**src/hdl/acs_setup_map.vh**
```
// Register map and timing constants for the converter setup control block.
// Assumes inclusion by the setup control module only.
`ifndef ACS_SETUP_MAP_VH
`define ACS_SETUP_MAP_VH

// ****************************************************************
// Register select codes
// ****************************************************************
`define ACS_RS_COMM        3'h0
`define ACS_RS_SETUP       3'h1
`define ACS_RS_DATA        3'h3

// ****************************************************************
// Setup register fields and reset value
// ****************************************************************
`define ACS_SETUP_RESET    8'h01
`define ACS_MODE_HI_BIT    7
`define ACS_MODE_LO_BIT    6
`define ACS_GAIN_MSB       5
`define ACS_GAIN_LSB       3
`define ACS_POLAR_BIT      2
`define ACS_BUF_BIT        1
`define ACS_HOLD_BIT       0

// ****************************************************************
// Communication register fields
// ****************************************************************
`define ACS_COMM_RESET     8'h00
`define ACS_COMM_ZERO_BIT  7
`define ACS_RS_MSB         6
`define ACS_RS_LSB         4
`define ACS_RW_BIT         3
`define ACS_CH_MSB         1
`define ACS_CH_LSB         0

// ****************************************************************
// Modes and timing
// ****************************************************************
`define ACS_MODE_NORMAL    2'h0
`define ACS_MODE_SELF      2'h1
`define ACS_MODE_ZERO      2'h2
`define ACS_MODE_FULL      2'h3
`define ACS_SETTLE_PERIODS 3

`endif

```
**src/hdl/acs_setup_ctrl.v**
```verilog
// Setup register, mode sequencer and serial port of the converter.
// Assumes the host drives the serial clock and data, and that the
// analog side answers each cycle request with conv_done pulses.
// Contract
// - Mode 00 runs continuous conversions.
// - Mode 01 runs one-step self calibration.
// - Mode bits clear after any calibration.
// - Ready high at calibration start, low after.
// - Mode 10 runs zero-scale system calibration.
// - Mode 11 runs full-scale system calibration.
// - Gain code n selects gain two to n.
// - Polarity bit zero bipolar, one unipolar.
// - Buffer bit zero bypasses, one inserts buffer.
// - Hold bit keeps filter, calibration in reset.
// - First result three output periods after release.
// - Hold leaves interface, does not raise ready.
// - Register select 001 reaches setup register.
// - Setup register resets to 01 hex.
// - Channel comes from communication register bits.
// - Calibration stores into channel's register pair.
`timescale 1ns/1ps
`include "acs_setup_map.vh"

module acs_setup_ctrl #(
	parameter DATA_W = 16
) (
	// Clock and reset
	input  wire               core_clk,
	input  wire               rst_n,
	// Serial port pins
	input  wire               ser_clk,
	input  wire               ser_din,
	input  wire               ser_cs_n,
	output reg                ser_dout_ff,
	output reg                result_ready_n_ff,
	// Analog and filter side
	input  wire               out_rate_tick,
	input  wire               conv_done,
	input  wire [DATA_W-1:0]  conv_data,
	output reg  [7:0]         pga_gain_ff,
	output reg                unipolar_ff,
	output reg                buffer_on_ff,
	output reg                filter_reset_ff,
	output reg  [1:0]         channel_ff,
	output reg  [2:0]         cal_kind_ff,
	output reg  [1:0]         cal_pair_ff,
	output reg                cal_store_ff
);

// ****************************************************************
// Local states and helpers
// ****************************************************************
localparam ST_CMD  = 3'b001;
localparam ST_WR   = 3'b010;
localparam ST_RD   = 3'b100;
localparam S_IDLE  = 3'b001;
localparam S_CAL   = 3'b010;
localparam S_SETL  = 3'b100;

// Calibration pair for a channel code; 10 shares pair 0
function [1:0] pair_of;
	input [1:0] ch;
	begin
		case (ch)
			2'h1:    pair_of = 2'h1;
			2'h3:    pair_of = 2'h2;
			default: pair_of = 2'h0;
		endcase
	end
endfunction

// Gain as a one-hot power of two
function [7:0] gain_of;
	input [2:0] code;
	begin
		gain_of = 8'h01 << code;
	end
endfunction

// ****************************************************************
// Pin synchronisers and serial clock edges
// ****************************************************************
reg [1:0] sclk_sync_ff;
reg [1:0] din_sync_ff;
reg [1:0] cs_sync_ff;
reg       sclk_prev_ff;
wire      sclk_rise = sclk_sync_ff[1] & ~sclk_prev_ff;
wire      sclk_fall = ~sclk_sync_ff[1] & sclk_prev_ff;
wire      cs_act    = ~cs_sync_ff[1];

// Reset to idle levels so no false edge or select follows reset
always @(posedge core_clk) begin
	if (!rst_n) begin
		sclk_sync_ff <= 2'h3;
		din_sync_ff  <= 2'h0;
		cs_sync_ff   <= 2'h3;
		sclk_prev_ff <= 1'b1;
	end else begin
		sclk_sync_ff <= {sclk_sync_ff[0], ser_clk};
		din_sync_ff  <= {din_sync_ff[0], ser_din};
		cs_sync_ff   <= {cs_sync_ff[0], ser_cs_n};
		sclk_prev_ff <= sclk_sync_ff[1];
	end
end

// ****************************************************************
// Registers and serial transfer engine
// ****************************************************************
reg [7:0]        setup_ff;
reg [7:0]        comm_ff;
reg [2:0]        pst_ff;
reg [4:0]        bit_cnt_ff;
reg [15:0]       shift_ff;
reg [DATA_W-1:0] data_ff;
reg [2:0]        seq_ff;
reg [1:0]        settle_ff;
wire             cal_done;
wire [1:0]       mode = setup_ff[`ACS_MODE_HI_BIT:`ACS_MODE_LO_BIT];
wire [2:0]       rsel = comm_ff[`ACS_RS_MSB:`ACS_RS_LSB];
wire [4:0]       rd_len = (rsel == `ACS_RS_DATA) ? 5'h10 : 5'h08;
wire [7:0]       nxt_cmd = {shift_ff[6:0], din_sync_ff[1]};
wire             setup_wr_done;

assign setup_wr_done = (pst_ff == ST_WR) && sclk_rise &&
	(bit_cnt_ff == 5'h07) && (rsel == `ACS_RS_SETUP);

always @(posedge core_clk) begin
	if (!rst_n) begin
		pst_ff      <= ST_CMD;
		bit_cnt_ff  <= 5'h00;
		shift_ff    <= 16'h0000;
		comm_ff     <= `ACS_COMM_RESET;
		ser_dout_ff <= 1'b1;
	end else if (!cs_act) begin
		// Deselect aborts a partial byte and any pending data phase but
		// keeps registers; a host keeps select low for a command and its
		// data bytes
		pst_ff     <= ST_CMD;
		bit_cnt_ff <= 5'h00;
	end else begin
		case (pst_ff)
			ST_CMD: begin
				if (sclk_rise) begin
					// Zero start bit frames the command byte
					if (bit_cnt_ff == 5'h00 && din_sync_ff[1]) begin
						bit_cnt_ff <= 5'h00;
					end else if (bit_cnt_ff == 5'h07) begin
						comm_ff    <= nxt_cmd;
						bit_cnt_ff <= 5'h00;
						if (nxt_cmd[`ACS_RW_BIT]) begin
							pst_ff <= ST_RD;
							case (nxt_cmd[`ACS_RS_MSB:`ACS_RS_LSB])
								`ACS_RS_COMM: shift_ff <=
									{result_ready_n_ff, nxt_cmd[6:0], 8'h00};
								`ACS_RS_SETUP: shift_ff <= {setup_ff, 8'h00};
								`ACS_RS_DATA: shift_ff <= data_ff[15:0];
								default: shift_ff <= 16'h0000;
							endcase
						end else if (nxt_cmd[`ACS_RS_MSB:`ACS_RS_LSB]
								== `ACS_RS_SETUP) begin
							pst_ff <= ST_WR;
						end
					end else begin
						shift_ff   <= {shift_ff[14:0], din_sync_ff[1]};
						bit_cnt_ff <= bit_cnt_ff + 5'h01;
					end
				end
			end
			ST_WR: begin
				if (sclk_rise) begin
					shift_ff <= {shift_ff[14:0], din_sync_ff[1]};
					if (bit_cnt_ff == 5'h07) begin
						bit_cnt_ff <= 5'h00;
						pst_ff     <= ST_CMD;
					end else begin
						bit_cnt_ff <= bit_cnt_ff + 5'h01;
					end
				end
			end
			ST_RD: begin
				// Data changes on the falling edge for the host to sample
				if (sclk_fall) begin
					ser_dout_ff <= shift_ff[15];
					shift_ff    <= {shift_ff[14:0], 1'b0};
				end
				// The byte ends on the rise at which the host takes its last
				// bit, so a new command may follow with select held low
				if (sclk_rise) begin
					if (bit_cnt_ff == rd_len - 5'h01) begin
						bit_cnt_ff <= 5'h00;
						pst_ff     <= ST_CMD;
					end else begin
						bit_cnt_ff <= bit_cnt_ff + 5'h01;
					end
				end
			end
			default: pst_ff <= ST_CMD;
		endcase
	end
end

// Setup register: host writes, hardware clears mode at calibration end
always @(posedge core_clk) begin
	if (!rst_n) begin
		setup_ff <= `ACS_SETUP_RESET;
	end else if (setup_wr_done) begin
		setup_ff <= nxt_cmd;
	end else if (cal_done) begin
		setup_ff[`ACS_MODE_HI_BIT:`ACS_MODE_LO_BIT] <= `ACS_MODE_NORMAL;
	end
end

// ****************************************************************
// Mode sequencer, settling and ready flag
// ****************************************************************
wire hold = setup_ff[`ACS_HOLD_BIT];
wire cal_req = (mode != `ACS_MODE_NORMAL);
reg  cal_go_ff;
assign cal_done = (seq_ff == S_CAL) && conv_done && !hold;

always @(posedge core_clk) begin
	if (!rst_n) begin
		seq_ff            <= S_SETL;
		settle_ff         <= 2'h0;
		cal_go_ff         <= 1'b0;
		cal_kind_ff       <= 3'h0;
		cal_pair_ff       <= 2'h0;
		cal_store_ff      <= 1'b0;
		data_ff           <= {DATA_W{1'b0}};
		result_ready_n_ff <= 1'b1;
	end else begin
		cal_store_ff <= 1'b0;
		cal_go_ff    <= setup_wr_done &&
			(nxt_cmd[`ACS_MODE_HI_BIT:`ACS_MODE_LO_BIT] != `ACS_MODE_NORMAL);
		// Ready rises on the mode write itself, even while held, so a
		// stale result is never mistaken for the calibration outcome
		if (cal_go_ff) begin
			result_ready_n_ff <= 1'b1;
		end
		if (hold) begin
			// Only filter and calibration state; ready is left alone
			seq_ff      <= S_SETL;
			settle_ff   <= 2'h0;
			cal_kind_ff <= 3'h0;
		end else begin
			case (seq_ff)
				S_IDLE: begin
					if (cal_req) begin
						seq_ff      <= S_CAL;
						cal_pair_ff <= pair_of(channel_ff);
						cal_kind_ff <= {mode == `ACS_MODE_FULL,
							mode == `ACS_MODE_ZERO,
							mode == `ACS_MODE_SELF};
					end else if (conv_done) begin
						data_ff           <= conv_data;
						result_ready_n_ff <= 1'b0;
					end
				end
				S_CAL: begin
					if (conv_done) begin
						// Result and coefficients land together
						cal_store_ff      <= 1'b1;
						data_ff           <= conv_data;
						result_ready_n_ff <= 1'b0;
						cal_kind_ff       <= 3'h0;
						seq_ff            <= S_IDLE;
					end
				end
				S_SETL: begin
					// The count restarts only when the hold bit is set again
					if (out_rate_tick) begin
						if (settle_ff == `ACS_SETTLE_PERIODS - 1) begin
							seq_ff <= S_IDLE;
						end else begin
							settle_ff <= settle_ff + 2'h1;
						end
					end
				end
				default: seq_ff <= S_IDLE;
			endcase
		end
	end
end

// ****************************************************************
// Analog front end controls
// ****************************************************************
// Controls lag the register by one cycle; the analog side only
// acts on them once the filter has been restarted
always @(posedge core_clk) begin
	if (!rst_n) begin
		pga_gain_ff     <= 8'h01;
		unipolar_ff     <= 1'b0;
		buffer_on_ff    <= 1'b0;
		filter_reset_ff <= 1'b1;
		channel_ff      <= 2'h0;
	end else begin
		pga_gain_ff     <= gain_of(setup_ff[`ACS_GAIN_MSB:`ACS_GAIN_LSB]);
		unipolar_ff     <= setup_ff[`ACS_POLAR_BIT];
		buffer_on_ff    <= setup_ff[`ACS_BUF_BIT];
		filter_reset_ff <= hold;
		channel_ff      <= comm_ff[`ACS_CH_MSB:`ACS_CH_LSB];
	end
end

endmodule // acs_setup_ctrl

```
**config.mk**
```make
export PLATFORM = sky130hd
export DESIGN_NAME = acs_setup_ctrl
export DESIGN_NICKNAME = d
export VERILOG_FILES = /design/src/hdl/acs_setup_ctrl.v
export VERILOG_INCLUDE_DIRS = /design/src /design/src/hdl
export SDC_FILE = /design/constraint.sdc
export NUM_CORES = 1
export LEC_CHECK = 0
export BUFFER_PORTS_ARGS = -buffer_cell sky130_fd_sc_hd__buf_2
export CAP_MARGIN = 20
export CORE_ASPECT_RATIO = 1.5
export CORE_MARGIN = 10
export CORE_UTILIZATION = 62
export DETAILED_ROUTE_END_ITERATION = 12
export GPL_TIMING_DRIVEN = 0
export PLACE_DENSITY = 0.84
export SYNTH_ARGS = -nofsm -noshare
export SYNTH_HDL_FRONTEND = slang
export SYNTH_SLANG_ARGS = --single-unit
export TNS_END_PERCENT = 50
```
**constraint.sdc**
```tcl
create_clock -name core_clk -period 2.55 [get_ports core_clk]
set_input_delay 0.255 -clock core_clk [delete_from_list [all_inputs] [get_ports core_clk]]
set_output_delay 0.255 -clock core_clk [all_outputs]
set_load 0.05 [all_outputs]
```
==> results.sh <==
export IMPL_hold_ws_ps=72.3
export IMPL_start_kind="flip-flop"
export IMPL_synth_xor_area_frac=0.0154
export IMPL_path_buf_inv=1
export IMPL_nets=505
export IMPL_synth_adder_area_share=0.00963
export IMPL_layout_drive_gt1_share=0.184
export IMPL_fmax_ghz=0.418
export IMPL_cp_depth=7
export IMPL_cts_resized=0
export IMPL_synth_edf_count=0
export IMPL_placed_cell_area_mm2=0.00421
export IMPL_critPathKind="reg -> reg"
export IMPL_yosysTopAreaCell="dfxtp_1"
export IMPL_critPathCaptureType="flip-flop"
export IMPL_min_period_ps=2390
export IMPL_p_leak_nw=1.74
export IMPL_fin_skew_ps=8.88
export IMPL_numPortBuffers=43
export IMPL_timing_hold_violations_final=0
export IMPL_r2r_cells=7
export IMPL_synth_seq_cells=87
export IMPL_final_cell_area_mm2=0.00440
export IMPL_clkLatencyLatePin_ps=360
export IMPL_ant_nets=0
export IMPL_yosysWarningCount=0
export IMPL_power_density_mw_per_mm2=535
export IMPL_clkTransAtPathRegs_ps=90
export IMPL_wire_per_inst_um=16.4
export IMPL_crit_slowest_cell="a2111oi_0"
export IMPL_syn2layout_area_growth_pct=12.8
export IMPL_cts_buffers=9
export IMPL_crit_arrival_ps=2680
export IMPL_critPathMaxFanout=10
export IMPL_first_pass_iters=4
export IMPL_die_area_mm2=0.00992
export IMPL_cts_sinks=87
export IMPL_timing_slew_headroom=0.502
export IMPL_min_path_cells=2
export IMPL_initialDrtViolationCount=214
export IMPL_cts_tree="built"
export IMPL_viasPerCell=5.80
export IMPL_synth_nets=451
export IMPL_period_share=0.939
export IMPL_ys_flop_type="dfxtp_1"
export IMPL_grt_ovfl_total=0
export IMPL_ioPinCount=44
export IMPL_finalSetupViolCount=0
export IMPL_root_buffer="clkbuf_8"
export IMPL_gp_congestion=0.929
export IMPL_slowest_delay_ps=650
export IMPL_reg2reg_to="shift_ff[11]"
export IMPL_yosys_area_share_simple=0.231
export IMPL_antennaDiodeCount=0
export IMPL_antenna_found_initial=0
export IMPL_clock_path_buffers=2
export IMPL_wl_um=9160
export IMPL_yosysUniqueCellTypes=62
export IMPL_async_flop_share=0
export IMPL_rows=35
export IMPL_start_util=0.636
export IMPL_cts_hold_buf=0
export IMPL_design_core_area_mm2=0.00613
export IMPL_synth_most_common_cell="dfxtp_1"
export IMPL_yosys_area_top_type_share=0.447
export IMPL_hold_start="ser_cs_n"
export IMPL_fin_setup_tns_ps=0
export IMPL_grt_max_degree=16
export IMPL_synth_top_family_by_area="simple AND/OR/NAND/NOR gates"
export IMPL_seq_area_frac_synth=0.447
export IMPL_hpwl_um=6860
export IMPL_post_cts_buffers=0
export IMPL_drv_cap=0
export IMPL_synth_cells=425
export IMPL_slew_viol_final=0
export IMPL_crit_family="compound AO/OA/AOI/OAI gates"
export IMPL_hold_end="cs_sync_ff[0]"
export IMPL_num_vias=3234
export IMPL_muxShareOfSynthArea=0.0982
export IMPL_drcViolationCount=0
export IMPL_crit_required_ps=2830
export IMPL_grt_pass1_wl_um=15700
export IMPL_avgSynthCellArea_um2=9.17
export IMPL_worstPathCellList="ha_1 > nand4bb_1 > a21o_1 > buf_2 > a2111oi_0 > a21oi_1 > a211oi_2"
export IMPL_synth_commonest_cells="dfxtp_1, nor2_1, a21oi_1, mux2i_1, nand2_1"
export IMPL_reg2reg_slack_ps=160
export IMPL_die_w_um=84.7
export IMPL_regToRegStartpoint="bit_cnt_ff[1]"
export IMPL_synth_compound_area_share=0.154
export IMPL_yosys_top_cells_area="dfxtp_1, mux2i_1, nor2_1, a21oi_1, nand2b_1"
export IMPL_rsz0062_at_grt="no"
export IMPL_cts_htree_levels=3
export IMPL_die_y_um=117
export IMPL_hp_class="in -> reg"
export IMPL_grt_pass1_vias=3318
export IMPL_grt_total_usage=0.191
export IMPL_outcome="complete, no violations"
export IMPL_ir_drop_mv=0.598
export IMPL_syn_area_mm2=0.00390
export IMPL_worst_slew_pin_slew_ps=728
-- how the worst max path moves through the flow --
stage                              from           end  slack, ps
final                     bit_cnt_ff[1]  shift_ff[11]        160
after global routing      bit_cnt_ff[1]  shift_ff[15]         80
after CTS                 bit_cnt_ff[1]  shift_ff[11]        200
after detailed placement  bit_cnt_ff[1]  shift_ff[11]        220
after global placement    bit_cnt_ff[1]  shift_ff[11]        210
after floorplan           bit_cnt_ff[0]  shift_ff[14]        780
-- state kept, by name, indices dropped and copies added (netlist names), 3 cells and up --
signal,count
setup_ff,8
pga_gain_ff,8
bit_cnt_ff,5
shift_ff,16
seq_ff,3
pst_ff,3
comm_ff,5
data_ff,16
cal_kind_ff,3
-- kinds of logic (layout without fill, tap and decap cells) --
kind of cell | count (synthesis) | count (layout)
xor gates and xnor gates | 6 | 6
DFF | 87 | 87
muxes | 38 | 38
buffers and inverters | 36 | 95
and+or+nand+nor | 170 | 170
adders and majority gates | 3 | 3
AOI/OAI and AO/OA | 85 | 85
-- cell usage in the layout, fill, tap and decap left out, drive strengths merged, types with 5 or more instances in the layout --
cell,netlist,layout
dfxtp,87,87
nor2,60,60
buf,13,56
a21oi,37,37
mux2i,36,36
nand2,26,26
clkbuf,14,26
nand2b,17,17
nand3,13,13
o21ai,12,12
inv,9,11
a311oi,9,9
nor3,8,8
a211oi,8,8
and2,6,6
nand3b,5,5
or3,5,5
-- per-stage QoR --
step / setup slack (ps) / power [W] / cells / util
final: 156 / 0.00235 / 558 / 0.717
after global routing: 77.1 / 0.00243 / 558 / 0.717
after CTS: 204 / 0.00237 / 558 / 0.717
after detailed placement: 218 / 0.00146 / 542 / 0.686
after global placement: 212 / 0.00146 / 542 / 0.686
after floorplan: 779 / 0.00143 / 425 / -
-- per-layer routing --
layer,up-vias,share of wire,GRT usage
met1,1526,0.42,0.212
met2,71,0.52,0.340
met3,19,0.036,0.0464
li1,1618,-,-
met5,-,0,0
met4,0,0.029,0.0804
-- report_power, final --
part / internal [W] / switching, W / leakage, nW
registers: 0.00136 / 0.00000561 / 0.702
clock network: 0.000420 / 0.000500 / 0.0951
logic: 0.0000257 / 0.0000378 / 0.938
-- cell type report --
type,count,area [µm²]
sequential,87,1740
clock inverter,4,36.3
clock buffer,12,155
timing repair buffer,43,215
multi-input combinational,302,1980
tap,74,92.6
buffer,27,141
fill,481,1730
inverter,9,33.8
Power figures use the tool's default switching activity.
